## src/lgp_pkg.sv

```systemverilog
// Purpose: Shared constants and types for the LCD-shared GPIO ports
// Assumes: APB with 32-bit data; register byte address is four times the index
// Notes: Pin states follow the power mode supplied by the system controller
package lgp_pkg;
	// Bus geometry
	localparam int LGP_ADDR_W = 18;
	localparam int LGP_DATA_W = 32;

	// Register indices and byte addresses
	localparam logic [15:0] LGP_WIDE_LATCH_IDX = 16'hffdc;
	localparam logic [15:0] LGP_WIDE_DIR_IDX = 16'hffec;
	localparam logic [15:0] LGP_NARROW_LATCH_IDX = 16'hffdd;
	localparam logic [15:0] LGP_NARROW_DIR_IDX = 16'hffed;
	localparam logic [15:0] LGP_CTRL_IDX = 16'hffd0;
	localparam logic [LGP_ADDR_W-1:0] LGP_WIDE_LATCH_ADDR = {LGP_WIDE_LATCH_IDX, 2'b00};
	localparam logic [LGP_ADDR_W-1:0] LGP_WIDE_DIR_ADDR = {LGP_WIDE_DIR_IDX, 2'b00};
	localparam logic [LGP_ADDR_W-1:0] LGP_NARROW_LATCH_ADDR = {LGP_NARROW_LATCH_IDX, 2'b00};
	localparam logic [LGP_ADDR_W-1:0] LGP_NARROW_DIR_ADDR = {LGP_NARROW_DIR_IDX, 2'b00};
	localparam logic [LGP_ADDR_W-1:0] LGP_CTRL_ADDR = {LGP_CTRL_IDX, 2'b00};

	// Reset and read-back values
	localparam logic [7:0] LGP_WIDE_LATCH_RST = 8'h00;
	localparam logic [7:0] LGP_WIDE_DIR_RST = 8'h00;
	localparam logic [7:0] LGP_NARROW_LATCH_RST = 8'hf0;
	localparam logic [7:0] LGP_NARROW_DIR_RST = 8'hf0;
	localparam logic [7:0] LGP_DIR_READ = 8'hff;
	localparam logic [11:0] LGP_CTRL_RST = 12'h000;

	// Control register fields
	localparam int LGP_SEG_LSB = 0;
	localparam int LGP_SEG_W = 4;
	localparam int LGP_EXP_BIT = 4;
	localparam int LGP_NLCD_LSB = 8;
	localparam int LGP_NLCD_W = 4;
	localparam logic [3:0] LGP_SEG_GPIO = 4'h0;

	// Power modes from the system controller
	typedef enum logic [2:0] {
		LGP_MODE_ACTIVE = 3'b000,
		LGP_MODE_SUBACTIVE = 3'b001,
		LGP_MODE_SLEEP = 3'b010,
		LGP_MODE_SUBSLEEP = 3'b011,
		LGP_MODE_STANDBY = 3'b100,
		LGP_MODE_WATCH = 3'b101
	} lgp_mode_t;

	// Decoded register selection
	typedef enum logic [2:0] {
		LGP_REG_NONE = 3'b000,
		LGP_REG_WIDE_LATCH = 3'b001,
		LGP_REG_WIDE_DIR = 3'b010,
		LGP_REG_NARROW_LATCH = 3'b011,
		LGP_REG_NARROW_DIR = 3'b100,
		LGP_REG_CTRL = 3'b101
	} lgp_reg_t;

	// Signals from the LCD controller
	typedef struct packed {
		logic [7:0] segment_output;
		logic clk_one;
		logic clk_two;
		logic ser_data;
		logic alt;
		logic [3:0] narrow;
	} lgp_lcd_t;

	// APB request from the master
	typedef struct packed {
		logic psel;
		logic penable;
		logic pwrite;
		logic [LGP_ADDR_W-1:0] paddr;
		logic [LGP_DATA_W-1:0] pwdata;
		logic [3:0] pstrb;
	} lgp_apb_req_t;
endpackage

```

## src/lgp_ports.sv

```systemverilog
// What this block does
// - Upper wide pins, expansion off, segment field zero: direction bit picks input/output.
// - Upper wide pins, expansion off, field nonzero: drive segments 40 to 37.
// - Expansion on: bits 7..4 drive clock one, clock two, serial data, alternation.
// - Lower wide pins: field zero gives GPIO, otherwise pin n drives segment n+33.
// - Wide pins float in reset/standby, hold in sleep/subsleep/watch, run otherwise.
// - Narrow latch holds low nibble, upper bits read one, resets to f0.
// - Narrow port read returns latch where direction bit is one.
// - Narrow port read returns live pin where direction bit is zero.
// - Narrow direction bit one makes an output, zero an input.
// - Narrow settings act only while the pin is assigned to general I/O.
// - Narrow direction register is write-only, reads all ones, resets to f0.
// - Wide port read gives latch for outputs, pin for inputs; latch resets zero.
// - Wide direction register write-only, reads all ones, resets to zero.
//
// Purpose: Eight-bit LCD-shared port and four-bit port with APB registers
// Assumes: Power mode and LCD signals come from logic on ref_clk
// Notes: Pin outputs are registered, so pins follow settings one cycle late
//
// Implementation choice: the APB interface to the registers.
`timescale 1ns/1ps
module lgp_ports (
	// Clock, reset, enable
	input wire logic ref_clk,
	input wire logic resetn,
	input wire logic clk_en,
	// APB slave
	input wire lgp_pkg::lgp_apb_req_t apb_req,
	output logic pready,
	output logic [lgp_pkg::LGP_DATA_W-1:0] prdata,
	output logic pslverr,
	// System state and LCD controller
	input wire lgp_pkg::lgp_mode_t power_mode,
	input wire lgp_pkg::lgp_lcd_t lcd,
	// Wide port pins
	input wire logic [7:0] wide_pin_in,
	output logic [7:0] wide_pin_out,
	output logic [7:0] wide_pin_oe,
	// Narrow port pins
	input wire logic [3:0] narrow_pin_in,
	output logic [3:0] narrow_pin_out,
	output logic [3:0] narrow_pin_oe
);
	import lgp_pkg::*;

	function automatic lgp_reg_t reg_decode(input logic [LGP_ADDR_W-1:0] addr);
		case (addr)
			LGP_WIDE_LATCH_ADDR: reg_decode = LGP_REG_WIDE_LATCH;
			LGP_WIDE_DIR_ADDR: reg_decode = LGP_REG_WIDE_DIR;
			LGP_NARROW_LATCH_ADDR: reg_decode = LGP_REG_NARROW_LATCH;
			LGP_NARROW_DIR_ADDR: reg_decode = LGP_REG_NARROW_DIR;
			LGP_CTRL_ADDR: reg_decode = LGP_REG_CTRL;
			default: reg_decode = LGP_REG_NONE;
		endcase
	endfunction

	// Pin synchronisers
	logic [7:0] wide_s1_r, wide_s1_nxt, wide_s2_r, wide_s2_nxt;
	logic [3:0] narrow_s1_r, narrow_s1_nxt, narrow_s2_r, narrow_s2_nxt;

	always_comb begin
		wide_s1_nxt = wide_pin_in;
		wide_s2_nxt = wide_s1_r;
		narrow_s1_nxt = narrow_pin_in;
		narrow_s2_nxt = narrow_s1_r;
	end

	always_ff @(posedge ref_clk or negedge resetn) begin
		if (!resetn) begin
			wide_s1_r <= 8'h00;
			wide_s2_r <= 8'h00;
			narrow_s1_r <= 4'h0;
			narrow_s2_r <= 4'h0;
		end else if (clk_en) begin
			wide_s1_r <= wide_s1_nxt;
			wide_s2_r <= wide_s2_nxt;
			narrow_s1_r <= narrow_s1_nxt;
			narrow_s2_r <= narrow_s2_nxt;
		end
	end

	// Register file
	logic [7:0] wide_latch_r, wide_latch_nxt, wide_dir_r, wide_dir_nxt;
	logic [3:0] narrow_latch_r, narrow_latch_nxt, narrow_dir_r, narrow_dir_nxt;
	logic [11:0] ctrl_r, ctrl_nxt;
	logic [LGP_DATA_W-1:0] prdata_r, prdata_nxt;
	logic pslverr_r, pslverr_nxt;
	logic [3:0] seg_sel;
	logic exp_sel;
	logic [3:0] narrow_lcd;
	logic [7:0] wide_rd;
	logic [3:0] narrow_rd;
	lgp_reg_t sel;
	logic wr_en, setup, access, capture;
	// Set once read data is captured for the transfer in flight
	logic armed_r, armed_nxt;

	assign seg_sel = ctrl_r[LGP_SEG_LSB +: LGP_SEG_W];
	assign exp_sel = ctrl_r[LGP_EXP_BIT];
	assign narrow_lcd = ctrl_r[LGP_NLCD_LSB +: LGP_NLCD_W];
	// Zero wait states normally; a setup edge lost to a low enable costs one
	assign pready = clk_en && armed_r;
	assign prdata = prdata_r;
	assign pslverr = pslverr_r;
	assign sel = reg_decode(apb_req.paddr);
	assign setup = apb_req.psel && !apb_req.penable;
	assign access = apb_req.psel && apb_req.penable;
	// Without this a frozen setup edge would hand back stale read data
	assign capture = setup || (access && !armed_r);
	assign wr_en = access && armed_r && apb_req.pwrite && apb_req.pstrb[0];
	// Outputs read back their latch, inputs the synchronised pin
	assign wide_rd = (wide_dir_r & wide_latch_r) | (~wide_dir_r & wide_s2_r);
	assign narrow_rd = (narrow_dir_r & narrow_latch_r) | (~narrow_dir_r & narrow_s2_r);

	always_comb begin
		wide_latch_nxt = wide_latch_r;
		wide_dir_nxt = wide_dir_r;
		narrow_latch_nxt = narrow_latch_r;
		narrow_dir_nxt = narrow_dir_r;
		ctrl_nxt = ctrl_r;
		prdata_nxt = prdata_r;
		pslverr_nxt = pslverr_r;
		armed_nxt = armed_r;
		if (wr_en) begin
			case (sel)
				LGP_REG_WIDE_LATCH: wide_latch_nxt = apb_req.pwdata[7:0];
				LGP_REG_WIDE_DIR: wide_dir_nxt = apb_req.pwdata[7:0];
				LGP_REG_NARROW_LATCH: narrow_latch_nxt = apb_req.pwdata[3:0];
				LGP_REG_NARROW_DIR: narrow_dir_nxt = apb_req.pwdata[3:0];
				LGP_REG_CTRL: ctrl_nxt = apb_req.pwdata[11:0];
				default: ctrl_nxt = ctrl_r;
			endcase
		end
		// Read data is captured in the setup cycle and held for the access phase
		if (capture) begin
			armed_nxt = 1'b1;
			prdata_nxt = '0;
			pslverr_nxt = 1'b0;
			case (sel)
				LGP_REG_WIDE_LATCH: prdata_nxt[7:0] = wide_rd;
				LGP_REG_WIDE_DIR: prdata_nxt[7:0] = LGP_DIR_READ;
				LGP_REG_NARROW_LATCH: begin
					prdata_nxt[7:0] = {LGP_NARROW_LATCH_RST[7:4], narrow_rd};
				end
				LGP_REG_NARROW_DIR: prdata_nxt[7:0] = LGP_DIR_READ;
				LGP_REG_CTRL: prdata_nxt[11:0] = ctrl_r;
				default: pslverr_nxt = 1'b1;
			endcase
		end else if (access) begin
			armed_nxt = 1'b0;
		end
	end

	always_ff @(posedge ref_clk or negedge resetn) begin
		if (!resetn) begin
			wide_latch_r <= LGP_WIDE_LATCH_RST;
			wide_dir_r <= LGP_WIDE_DIR_RST;
			narrow_latch_r <= LGP_NARROW_LATCH_RST[3:0];
			narrow_dir_r <= LGP_NARROW_DIR_RST[3:0];
			ctrl_r <= LGP_CTRL_RST;
			prdata_r <= '0;
			pslverr_r <= 1'b0;
			armed_r <= 1'b0;
		end else if (clk_en) begin
			wide_latch_r <= wide_latch_nxt;
			wide_dir_r <= wide_dir_nxt;
			narrow_latch_r <= narrow_latch_nxt;
			narrow_dir_r <= narrow_dir_nxt;
			ctrl_r <= ctrl_nxt;
			prdata_r <= prdata_nxt;
			pslverr_r <= pslverr_nxt;
			armed_r <= armed_nxt;
		end
	end

	// Pin role selection
	logic [7:0] wide_fn_out, wide_fn_oe;
	logic [3:0] narrow_fn_out, narrow_fn_oe;
	logic [3:0] exp_vec;

	assign exp_vec = {lcd.clk_one, lcd.clk_two, lcd.ser_data, lcd.alt};

	genvar gi;
	generate
		for (gi = 0; gi < 8; gi++) begin : g_wide
			always_comb begin
				if (gi >= 4 && exp_sel) begin
					wide_fn_oe[gi] = 1'b1;
					wide_fn_out[gi] = exp_vec[gi % 4];
				end else if (seg_sel != LGP_SEG_GPIO) begin
					// Segment gi drives segment number 33 + gi
					wide_fn_oe[gi] = 1'b1;
					wide_fn_out[gi] = lcd.segment_output[gi];
				end else begin
					wide_fn_oe[gi] = wide_dir_r[gi];
					wide_fn_out[gi] = wide_latch_r[gi];
				end
			end
		end
		for (gi = 0; gi < 4; gi++) begin : g_narrow
			always_comb begin
				if (narrow_lcd[gi]) begin
					narrow_fn_oe[gi] = 1'b1;
					narrow_fn_out[gi] = lcd.narrow[gi];
				end else begin
					narrow_fn_oe[gi] = narrow_dir_r[gi];
					narrow_fn_out[gi] = narrow_latch_r[gi];
				end
			end
		end
	endgenerate

	// Registered pin drivers; reset clears the enables so pins float
	logic [7:0] wide_out_r, wide_out_nxt, wide_oe_r, wide_oe_nxt;
	logic [3:0] narrow_out_r, narrow_out_nxt, narrow_oe_r, narrow_oe_nxt;

	always_comb begin
		wide_out_nxt = wide_out_r;
		wide_oe_nxt = wide_oe_r;
		narrow_out_nxt = narrow_out_r;
		narrow_oe_nxt = narrow_oe_r;
		case (power_mode)
			LGP_MODE_ACTIVE, LGP_MODE_SUBACTIVE: begin
				wide_out_nxt = wide_fn_out;
				wide_oe_nxt = wide_fn_oe;
				narrow_out_nxt = narrow_fn_out;
				narrow_oe_nxt = narrow_fn_oe;
			end
			LGP_MODE_STANDBY: begin
				wide_out_nxt = 8'h00;
				wide_oe_nxt = 8'h00;
				narrow_out_nxt = 4'h0;
				narrow_oe_nxt = 4'h0;
			end
			// Sleep, subsleep and watch keep the last drive
			default: wide_oe_nxt = wide_oe_r;
		endcase
	end

	always_ff @(posedge ref_clk or negedge resetn) begin
		if (!resetn) begin
			wide_out_r <= 8'h00;
			wide_oe_r <= 8'h00;
			narrow_out_r <= 4'h0;
			narrow_oe_r <= 4'h0;
		end else if (clk_en) begin
			wide_out_r <= wide_out_nxt;
			wide_oe_r <= wide_oe_nxt;
			narrow_out_r <= narrow_out_nxt;
			narrow_oe_r <= narrow_oe_nxt;
		end
	end

	assign wide_pin_out = wide_out_r;
	assign wide_pin_oe = wide_oe_r;
	assign narrow_pin_out = narrow_out_r;
	assign narrow_pin_oe = narrow_oe_r;

	// Checks
	logic run_mode;
	assign run_mode = (power_mode == LGP_MODE_ACTIVE) || (power_mode == LGP_MODE_SUBACTIVE);

	a_upper_gpio_dir: assert property (@(posedge ref_clk) disable iff (!resetn)
		(clk_en && run_mode && !exp_sel && seg_sel == LGP_SEG_GPIO)
		|=> (wide_pin_oe[7:4] == $past(wide_dir_r[7:4]))
		&& (wide_pin_out[7:4] == $past(wide_latch_r[7:4])))
		else $error("upper pins do not follow direction and latch");

	a_upper_seg_drive: assert property (@(posedge ref_clk) disable iff (!resetn)
		(clk_en && run_mode && !exp_sel && seg_sel != LGP_SEG_GPIO)
		|=> (wide_pin_oe[7:4] == 4'hf) && (wide_pin_out[7:4] == $past(lcd.segment_output[7:4])))
		else $error("upper pins do not drive segments");

	a_expansion_drive: assert property (@(posedge ref_clk) disable iff (!resetn)
		(clk_en && run_mode && exp_sel)
		|=> (wide_pin_oe[7:4] == 4'hf) && (wide_pin_out[7] == $past(lcd.clk_one))
		&& (wide_pin_out[6] == $past(lcd.clk_two)) && (wide_pin_out[5] == $past(lcd.ser_data))
		&& (wide_pin_out[4] == $past(lcd.alt)))
		else $error("expansion signals not on upper pins");

	a_lower_seg_role: assert property (@(posedge ref_clk) disable iff (!resetn)
		(clk_en && run_mode)
		|=> (wide_pin_oe[3:0] == (($past(seg_sel) != LGP_SEG_GPIO) ? 4'hf : $past(wide_dir_r[3:0])))
		&& (wide_pin_out[3:0] == (($past(seg_sel) != LGP_SEG_GPIO) ?
			$past(lcd.segment_output[3:0]) : $past(wide_latch_r[3:0]))))
		else $error("lower pins in wrong role");

	a_standby_float: assert property (@(posedge ref_clk) disable iff (!resetn)
		(clk_en && power_mode == LGP_MODE_STANDBY)
		|=> (wide_pin_oe == 8'h00) && (narrow_pin_oe == 4'h0))
		else $error("pins driven in standby");

	a_sleep_hold: assert property (@(posedge ref_clk) disable iff (!resetn)
		(clk_en && (power_mode == LGP_MODE_SLEEP || power_mode == LGP_MODE_SUBSLEEP
		|| power_mode == LGP_MODE_WATCH))
		|=> $stable(wide_pin_oe) && $stable(wide_pin_out) && $stable(narrow_pin_oe))
		else $error("pins changed while held");

	a_narrow_read: assert property (@(posedge ref_clk) disable iff (!resetn)
		(clk_en && setup && sel == LGP_REG_NARROW_LATCH)
		|=> (prdata[7:4] == 4'hf) && (prdata[3:0] == (($past(narrow_dir_r) & $past(narrow_latch_r))
		| (~$past(narrow_dir_r) & $past(narrow_s2_r)))))
		else $error("narrow port read value wrong");

	a_wide_read: assert property (@(posedge ref_clk) disable iff (!resetn)
		(clk_en && setup && sel == LGP_REG_WIDE_LATCH)
		|=> (prdata[7:0] == (($past(wide_dir_r) & $past(wide_latch_r))
		| (~$past(wide_dir_r) & $past(wide_s2_r)))) && !pslverr)
		else $error("wide port read value wrong");

	a_dir_reads_ones: assert property (@(posedge ref_clk) disable iff (!resetn)
		(clk_en && setup && (sel == LGP_REG_NARROW_DIR || sel == LGP_REG_WIDE_DIR))
		|=> (prdata == 32'h0000_00ff))
		else $error("direction register did not read all ones");

	a_narrow_dir_out: assert property (@(posedge ref_clk) disable iff (!resetn)
		(clk_en && run_mode && narrow_lcd == 4'h0)
		|=> (narrow_pin_oe == $past(narrow_dir_r)) && (narrow_pin_out == $past(narrow_latch_r)))
		else $error("narrow pins ignore direction or latch");

	a_narrow_lcd_drive: assert property (@(posedge ref_clk) disable iff (!resetn)
		(clk_en && run_mode)
		|=> ((narrow_pin_oe & $past(narrow_lcd)) == $past(narrow_lcd))
		&& (((narrow_pin_out ^ $past(lcd.narrow)) & $past(narrow_lcd)) == 4'h0))
		else $error("narrow pins do not carry LCD values");

	a_narrow_dir_write: assert property (@(posedge ref_clk) disable iff (!resetn)
		(clk_en && wr_en && sel == LGP_REG_NARROW_DIR)
		|=> (narrow_dir_r == $past(apb_req.pwdata[3:0])))
		else $error("narrow direction write lost");

	a_narrow_latch_write: assert property (@(posedge ref_clk) disable iff (!resetn)
		(clk_en && wr_en && sel == LGP_REG_NARROW_LATCH)
		|=> (narrow_latch_r == $past(apb_req.pwdata[3:0])))
		else $error("narrow latch write lost");

	a_wide_latch_write: assert property (@(posedge ref_clk) disable iff (!resetn)
		(clk_en && wr_en && sel == LGP_REG_WIDE_LATCH)
		|=> (wide_latch_r == $past(apb_req.pwdata[7:0])))
		else $error("wide latch write lost");

	a_wide_dir_write: assert property (@(posedge ref_clk) disable iff (!resetn)
		(clk_en && wr_en && sel == LGP_REG_WIDE_DIR)
		|=> (wide_dir_r == $past(apb_req.pwdata[7:0])))
		else $error("wide direction write lost");
endmodule

```

## config.mk

```make
export PLATFORM = sky130hd
export DESIGN_NAME = lgp_ports
export DESIGN_NICKNAME = d
export VERILOG_FILES = /design/src/lgp_pkg.sv /design/src/lgp_ports.sv
export SDC_FILE = /design/constraint.sdc
export NUM_CORES = 1
export LEC_CHECK = 0
export ABC_AREA = 0
export BUFFER_PORTS_ARGS = -buffer_cell sky130_fd_sc_hd__buf_4
export CAP_MARGIN = 20
export CORE_MARGIN = 3
export CORE_UTILIZATION = 54
export CTS_CLUSTER_SIZE = 10
export DETAILED_ROUTE_END_ITERATION = 10
export GPL_TIMING_DRIVEN = 0
export PLACE_DENSITY = 0.85
export SLEW_MARGIN = 10
export SYNTH_ARGS = -nofsm -noshare
export SYNTH_HDL_FRONTEND = slang
export SYNTH_SLANG_ARGS = --single-unit
```

## constraint.sdc

```tcl
create_clock -name ref_clk -period 3.45 [get_ports ref_clk]
set_input_delay 0.345 -clock ref_clk [delete_from_list [all_inputs] [get_ports ref_clk]]
set_output_delay 0.345 -clock ref_clk [all_outputs]
set_load 0.01 [all_outputs]
```

==> results.md, run 1 <==
* Slowest cell on crit path: or4_4
* Count leader, synth: dfrtp_1
* Final antenna-violating net count at 0
* GP Congestion at 0.863
* Vias at ~3500
* Arrival @ worst endpoint at 2.46 ns
* Worst rel slew slack at 51.4%
* Worst Max-Slew Pin Slew at 0.722 ns
* Post-Place Setup Slack at 0.895 ns
* First-pass GRT wire length at 17.7 mm
* Clock Skew at 0.00819 ns
* Critical Path Sink Type: register
* Post-CTS setup buffer count at 0
* Leakage Power at around 2.7 nW
* Final period utilization at between 60% and 70%
* Synth warn at 0
* Die width at 97.3 µm
* CP Launch Type: primary input
* Peak Freq at 0.452 GHz
* Top Family by Delay on Critical Path: simple AND/OR/NAND/NOR gates
* Hold Path Class: in -> reg
* First-pass detailed-route iteration total at 5
* Post-synth EDFFs at 0
* DR WL/cell at 17.1 µm
* H-Tree Depth at 3
* Clk buf depth at 2
* Fin. max-slew vios at 0
* Post-DR vias/cell at 5.46
* Post-CTS Hold Fix Bufs at 1
* Share of cells above drive strength 1 at between 30% and 40%
* Main flop type after synthesis: dfrtp_1
* Setup-failing EPs final at 0
* Largest net degree at the start of global routing at 70
* Status: complete, no violations
* Final hold viol count at 0
* Syn-to-layout area delta at 26.5%
* Top cell by count, worst path: buf_6
* Die Ht at 97.3 µm
* Antenna violations before repair at 0
* # IOs at 149
* Nets at slightly above 600
* Post-synthesis register bit count at slightly below 100
* Max rail drop VDD at 0.275 mV
* Max FO, Critical Path at 10
* Worst path cell trace: buf_4 -> or4_4 -> nor4b_4 -> and2_1 -> buf_6 -> nand3_4 -> buf_6 -> mux2_4
* GRT Total Usage at 23.3%
* Max Cap Viol at 0
* Post-cts resize count at 0
* Fin Setup TNS at 0 ns
* Gate Count Post-Synth at 391
* Root buffer cell: clkbuf_8
* Starting Density at roughly 57%
* Commonest cells post-synth: dfrtp_1 (98), nand2_1 (65), mux2_2 (50)
* Vias in the first global route at 3426
* Post-route DRC at 0
* Post-synth top area cell: dfrtp_1
* Buf/Inv on CP at 3
* Crit path largest cell delay at between 0.5 and 0.6 ns
* Final Util at 72.2%
* CP required at ~3.7 ns
* Core area at 7890 µm²
* Fin worst setup slack at 1.24 ns
* CTS buffer count at 9
* Die ar. at 9470 µm²
* Overflow left after global routing at 0
* WL final at 10.8 mm
* Cell Pwr Density at 367 nW/µm²
* Synth top area cells: dfrtp_1 (54%), mux2_2 (13%), nand2_1 (5.4%)
* Min Tclk post-route at 2.21 ns
* Area share of the largest cell type after synthesis at 54.5%
* ANT cells at 0
* Syn avg cell area at 11.5 µm²
* Input/output buffers at 105
* Unrepaired setup endpoints after global routing: no
* CTS tree: done
* Num rows at 32
* DP HPWL at 8.26 mm
* Cell variety after synth at 34
* Clock Sinks at 98
* Starting DRT DRC Count at 159
* Clk Latency, worst-skew pair at 0.36 ns
* Crit path kind: in -> reg
* CTS clk-pin slew, worst paths at ~0.09 ns
* Seq/Total Area, Yosys at 54.5%
* FFs w/ async S/R, synth at 100%
* Synthesized area at 4500 µm²
[state kept, by name (all words and copies together), names as in the netlist, 8 cells and up]
register and flops:
ctrl_r 12, prdata 12, wide_dir_r 8, wide_latch_r 8, wide_pin_oe 8, wide_pin_out 8, wide_s1_r 8, wide_s2_r 8
[worst paths after layout]
kind	from	end	slack, ns	cells past startpoint
max	apb_req[37]	ctrl_r[4]$_DFFE_PN0P_	1.24	8
max reg2reg	ctrl_r[0]$_DFFE_PN0P_	wide_pin_oe[7]$_DFFE_PN0P_	1.57	5
min	apb_req[13]	ctrl_r[9]$_DFFE_PN0P_	0.21	2
min in group asynchronous	resetn	wide_s1_r[5]$_DFFE_PN0P_	0.44	2
max in group asynchronous	resetn	narrow_pin_out[1]$_DFFE_PN0P_	2.36	3
min reg2reg	prdata[8]$_DFFE_PN0P_	prdata[8]$_DFFE_PN0P_	0.48	2
[placed cells by master, fill, tap and decap left out, types with 2 or more instances in the layout]
cell,instances
buf_4,125
a32oi_1,3
nand3_1,8
mux2i_1,20
mux2_2,50
conb_1,20
nor4_1,4
or3_1,2
nand4_1,4
and4_1,4
buf_6,2
clkinvlp_4,2
and2_1,4
clkbuf_1,10
nand2_1,65
nor3_1,5
mux2_4,10
a21oi_1,13
or4_1,3
o21a_1,2
dfrtp_1,98
nor2_1,16
clkbuf_8,10
o21ai_0,33
a221oi_1,3
[layer usage]
metal  vias to the layer above  track usage [%]  part of all wire, %
li1                       1621                -                    -
met1                      1660             32.6                   45
met2                       160             37.8                   46
met3                        18             4.81                  7.4
met4                         0             5.64                  1.4
met5                         -                0                    0
[report_power, final]
| part | switching [W] | total [W] | internal (W) |
|---|---|---|---|
| Sequential | 0.0000243 | 0.00121 | 0.00118 |
| Clock | 0.000389 | 0.000665 | 0.000276 |
| Combinational | 0.000102 | 0.000216 | 0.000114 |
[kinds of logic after synthesis]
family                 share of synthesized area [%]
buffers and inverters                           4.75
and+or+nand+nor                                 13.3
muxes                                           20.3
other                                         0.0833
DFF                                             54.5
AOI/OAI and AO/OA                               7.06
[through the flow]
stage	hold WS, ns	instances	power (W)	cell area [µm²]
6_report	0.213	633	0.00209	5690
4_1_cts	0.206	633	0.00209	5690
3_5_place_dp	0.302	618	0.00145	5520
5_1_grt	0.198	633	0.00217	5690
3_3_place_gp	0.459	617	0.00143	5490
2_1_floorplan	0.0494	410	0.00132	4570
[layout make-up]
type	count	area, µm²
plain buffers	33	214
clock buffers	10	138
clock inverters	4	28.8
fillers	561	2200
multi-input cells	279	1910
flip-flops and latches	98	2450
well taps	102	128
repair buffers	107	826
[worst reg2reg max path, cell delays in order (launching register included)]
cell and delay [ns]:
dfrtp_1 0.42, or4_1 0.52, clkbuf_1 0.23, clkbuf_1 0.29, nor3_1 0.21, o21ai_0 0.10
(Power assumes the default switching activity.)
==> run 2: changes to the inputs <==
--- a/config.mk
+++ b/config.mk
@@ -9,11 +9,11 @@
 export BUFFER_PORTS_ARGS = -buffer_cell sky130_fd_sc_hd__buf_4
 export CAP_MARGIN = 20
 export CORE_MARGIN = 3
-export CORE_UTILIZATION = 54
+export CORE_UTILIZATION = 46
 export CTS_CLUSTER_SIZE = 10
 export DETAILED_ROUTE_END_ITERATION = 10
 export GPL_TIMING_DRIVEN = 0
-export PLACE_DENSITY = 0.85
+export PLACE_DENSITY = 0.77
 export SLEW_MARGIN = 10
 export SYNTH_ARGS = -nofsm -noshare
 export SYNTH_HDL_FRONTEND = slang
==> constraint.sdc (replaced) <==
create_clock -name ref_clk -period 1.9 [get_ports ref_clk]
set_input_delay 0.19 -clock ref_clk [delete_from_list [all_inputs] [get_ports ref_clk]]
set_output_delay 0.19 -clock ref_clk [all_outputs]
set_load 0.01 [all_outputs]
==> run 2 against run 1 <==
Compared with the run above: total power grew 100%; clock-buffer cell count did not move; combinational power up 82%; global-route usage down 3.4 points; wire length increased by 0.33%; flip-flop and latch count did not move; sequential share of layout area decreased by 0.86 points; register-to-register slack got worse by 1.5 ns; first-iteration DRC count fell by 40%; largest cell class unchanged; largest power group unchanged.
==> results.md, run 2 (same netlist as run 1, synthesis figures left out) <==
* Status: complete, no violations
* Overflow left after global routing at 0 (unchanged)
* ANT cells at 0 (unchanged)
* Syn-to-layout area delta at 29.1%
* # IOs at 149 (unchanged)
* CTS clk-pin slew, worst paths at 0.10 ns (about the same)
* GP Congestion at 0.861 (-0.15%)
* DP HPWL at 8.43 mm (+2.1%)
* Clock Skew at 0.0141 ns (+0.00590 ns)
* Top sig layer: met4
* CTS tree: done
* Final hold viol count at 0 (unchanged)
* Share of cells above drive strength 1 at 39.7% (+0.87 points)
* Hold Path Class: in -> reg
* Top cell by count, worst path: buf_6
* Num rows at 35 (+9.4%)
* Max Cap Viol at 0 (unchanged)
* Input/output buffers at 105 (unchanged)
* Die Ht at 105 µm (+7.8%)
* Vias in the first global route at 3343 (-2.4%)
* Final antenna-violating net count at 0 (unchanged)
* Fillers at 784 (+40%)
* Fin Setup TNS at 0 ns (unchanged)
* Min Tclk post-route at approximately 1.8 ns
* First-pass detailed-route iteration total at 4 (-1)
* CP required at 2.14 ns (-1.55 ns)
* Worst rel slew slack at 49.1% (-2.4 points)
* Root buffer cell: clkbuf_8
* Arrival @ worst endpoint at 2.06 ns (-0.40 ns)
* Critical Path Sink Type: register
* CTS buffer count at 9 (unchanged)
* Slowest cell on crit path: or4_4
* DR WL/cell at 16.4 µm (-3.9%)
* Crit path largest cell delay at 0.58 ns (about the same)
* Commonest non-fill, non-tap cell in the layout: buf_4
* Post-DR vias/cell at 5.15 (-5.8%)
* Die width at 105 µm (+7.8%)
* H-Tree Depth at 3 (unchanged)
* Met1 wire length at 4.96 mm (+1.2%)
* Fin. max-slew vios at 0 (unchanged)
* Metal3 WL at 700 µm (-13%)
* Max rail drop VDD at 0.425 mV (+55%)
* Crit path kind: in -> reg
* Unrepaired setup endpoints after global routing: yes
* Core area at 9370 µm² (+19%)
* Starting DRT DRC Count at 95 (-40%)
* Vias at 3401 (-1.7%)
* Cell Pwr Density at 722 nW/µm² (+97%)
* Starting Density at 48.0% (-9.0 points)
* GRT Total Usage at 19.9% (-3.4 points)
* Worst Max-Slew Pin Slew at 0.757 ns (+0.0351 ns)
* Clk Latency, worst-skew pair at 0.36 ns (about the same)
* WL final at 10.9 mm (+0.33%)
* CP Launch Type: primary input
* Worst path cell trace: buf_4 -> or4_4 -> nor4b_4 -> and2_1 -> buf_6 -> nand3_4 -> buf_6 -> mux2_4
* Pwr Total at 0.00419 W (+100%)
* Antenna violations before repair at 0 (unchanged)
* Nets at 618 (-0.16%)
* Commonest non-fill, non-tap cells in the layout: buf_4 (126), dfrtp_1 (98), nand2_1 (65)
* Setup-failing EPs final at 0 (unchanged)
* Final period utilization at 96.1%
* Die ar. at 11000 µm² (+16%)
* Peak Freq at 0.547 GHz
* Clk buf depth at 2 (unchanged)
* Leakage Power at 2.78 nW (+1.7%)
* Final Util at 62.0% (-10 points)
* WL met2 at 4.98 mm (about the same)
* Post-route DRC at 0 (unchanged)
* Worst hold slack at 0.0539 ns (-0.159 ns)
* Largest net degree at the start of global routing at 61 (-13%)
* Clock Sinks at 98 (unchanged)
* Max FO, Critical Path at 10 (unchanged)
* First-pass GRT wire length at 17.3 mm (-2.1%)
run 2: cell count changes in the layout (fill, tap and decap cells not counted), sizes merged:
| cell | before | now |
|---|---|---|
| bufinv | 0 | 3 |
| clkbuf | 20 | 17 |
| buf | 129 | 131 |
| clkinvlp | 2 | 0 |
| clkinv | 1 | 2 |
run 2: per-layer routing:
metal / global-route usage (%) / vias to the layer above
li1: - / 1619
met2: 30.6 / 142
met1: 28.3 / 1623
met3: 3.34 / 17
met5: 0 / -
met4: 7.97 / 0
run 2: final cells by class:
cell class	instances	area, µm²	share of cell area (%)
Buffer	31	208	3.58
Sequential cell	98	2450	42.2
Tap cell	129	161	2.78
Multi-Input combinational cell	279	1910	32.9
Timing Repair Buffer	108	833	14.3
Clock inverter	6	113	1.94
Clock buffer	10	128	2.20
run 2: power by group:
part	leakage (nW)	total, W	switching (W)	internal [W]
clock network	0.121	0.00160	0.000723	0.000880
logic	1.35	0.000393	0.000186	0.000207
registers	1.31	0.00220	0.0000470	0.00215
run 2: stage by stage:
step           setup slack, ns  area, µm²  cells
2_1_floorplan           -0.145       4570    410
3_3_place_gp            -0.484       5520    644
3_5_place_dp            -0.521       5550    645
4_1_cts                 0.0144       5810    663
5_1_grt                -0.0349       5810    661
6_report                0.0733       5810    661
run 2: critical path: cells and delay by family:
kind	cells	cell delay, ns
buffers and inverters	3	0.45
AND/OR/NAND/NOR	4	1.12
multiplexers	1	0.31
run 2: worst paths after layout:
path	depth (start not counted)	end	slack [ns]	startpoint
max in group asynchronous	3	wide_pin_out[3]$_DFFE_PN0P_	0.91	resetn
max	8	ctrl_r[8]$_DFFE_PN0P_	0.07	apb_req[37]
min reg2reg	2	prdata[9]$_DFFE_PN0P_	0.49	prdata[9]$_DFFE_PN0P_
min in group asynchronous	2	wide_s1_r[5]$_DFFE_PN0P_	0.33	resetn
max reg2reg	5	wide_dir_r[0]$_DFFE_PN0P_	0.11	armed_r$_DFFE_PN0P_
min	2	wide_s1_r[7]$_DFFE_PN0P_	0.05	wide_pin_in[7]
run 2: what timing repair did:
| item | CTS | global route |
|---|---|---|
| pin swaps | 1 | 1 |
| hold endpoints to repair | 38 | 0 |
| endpoints found under the setup margin | 16 | 31 |
| gates resized for setup | 1 | 4 |
| buffers inserted | 1 | 0 |
| hold buffers | 1 | 0 |
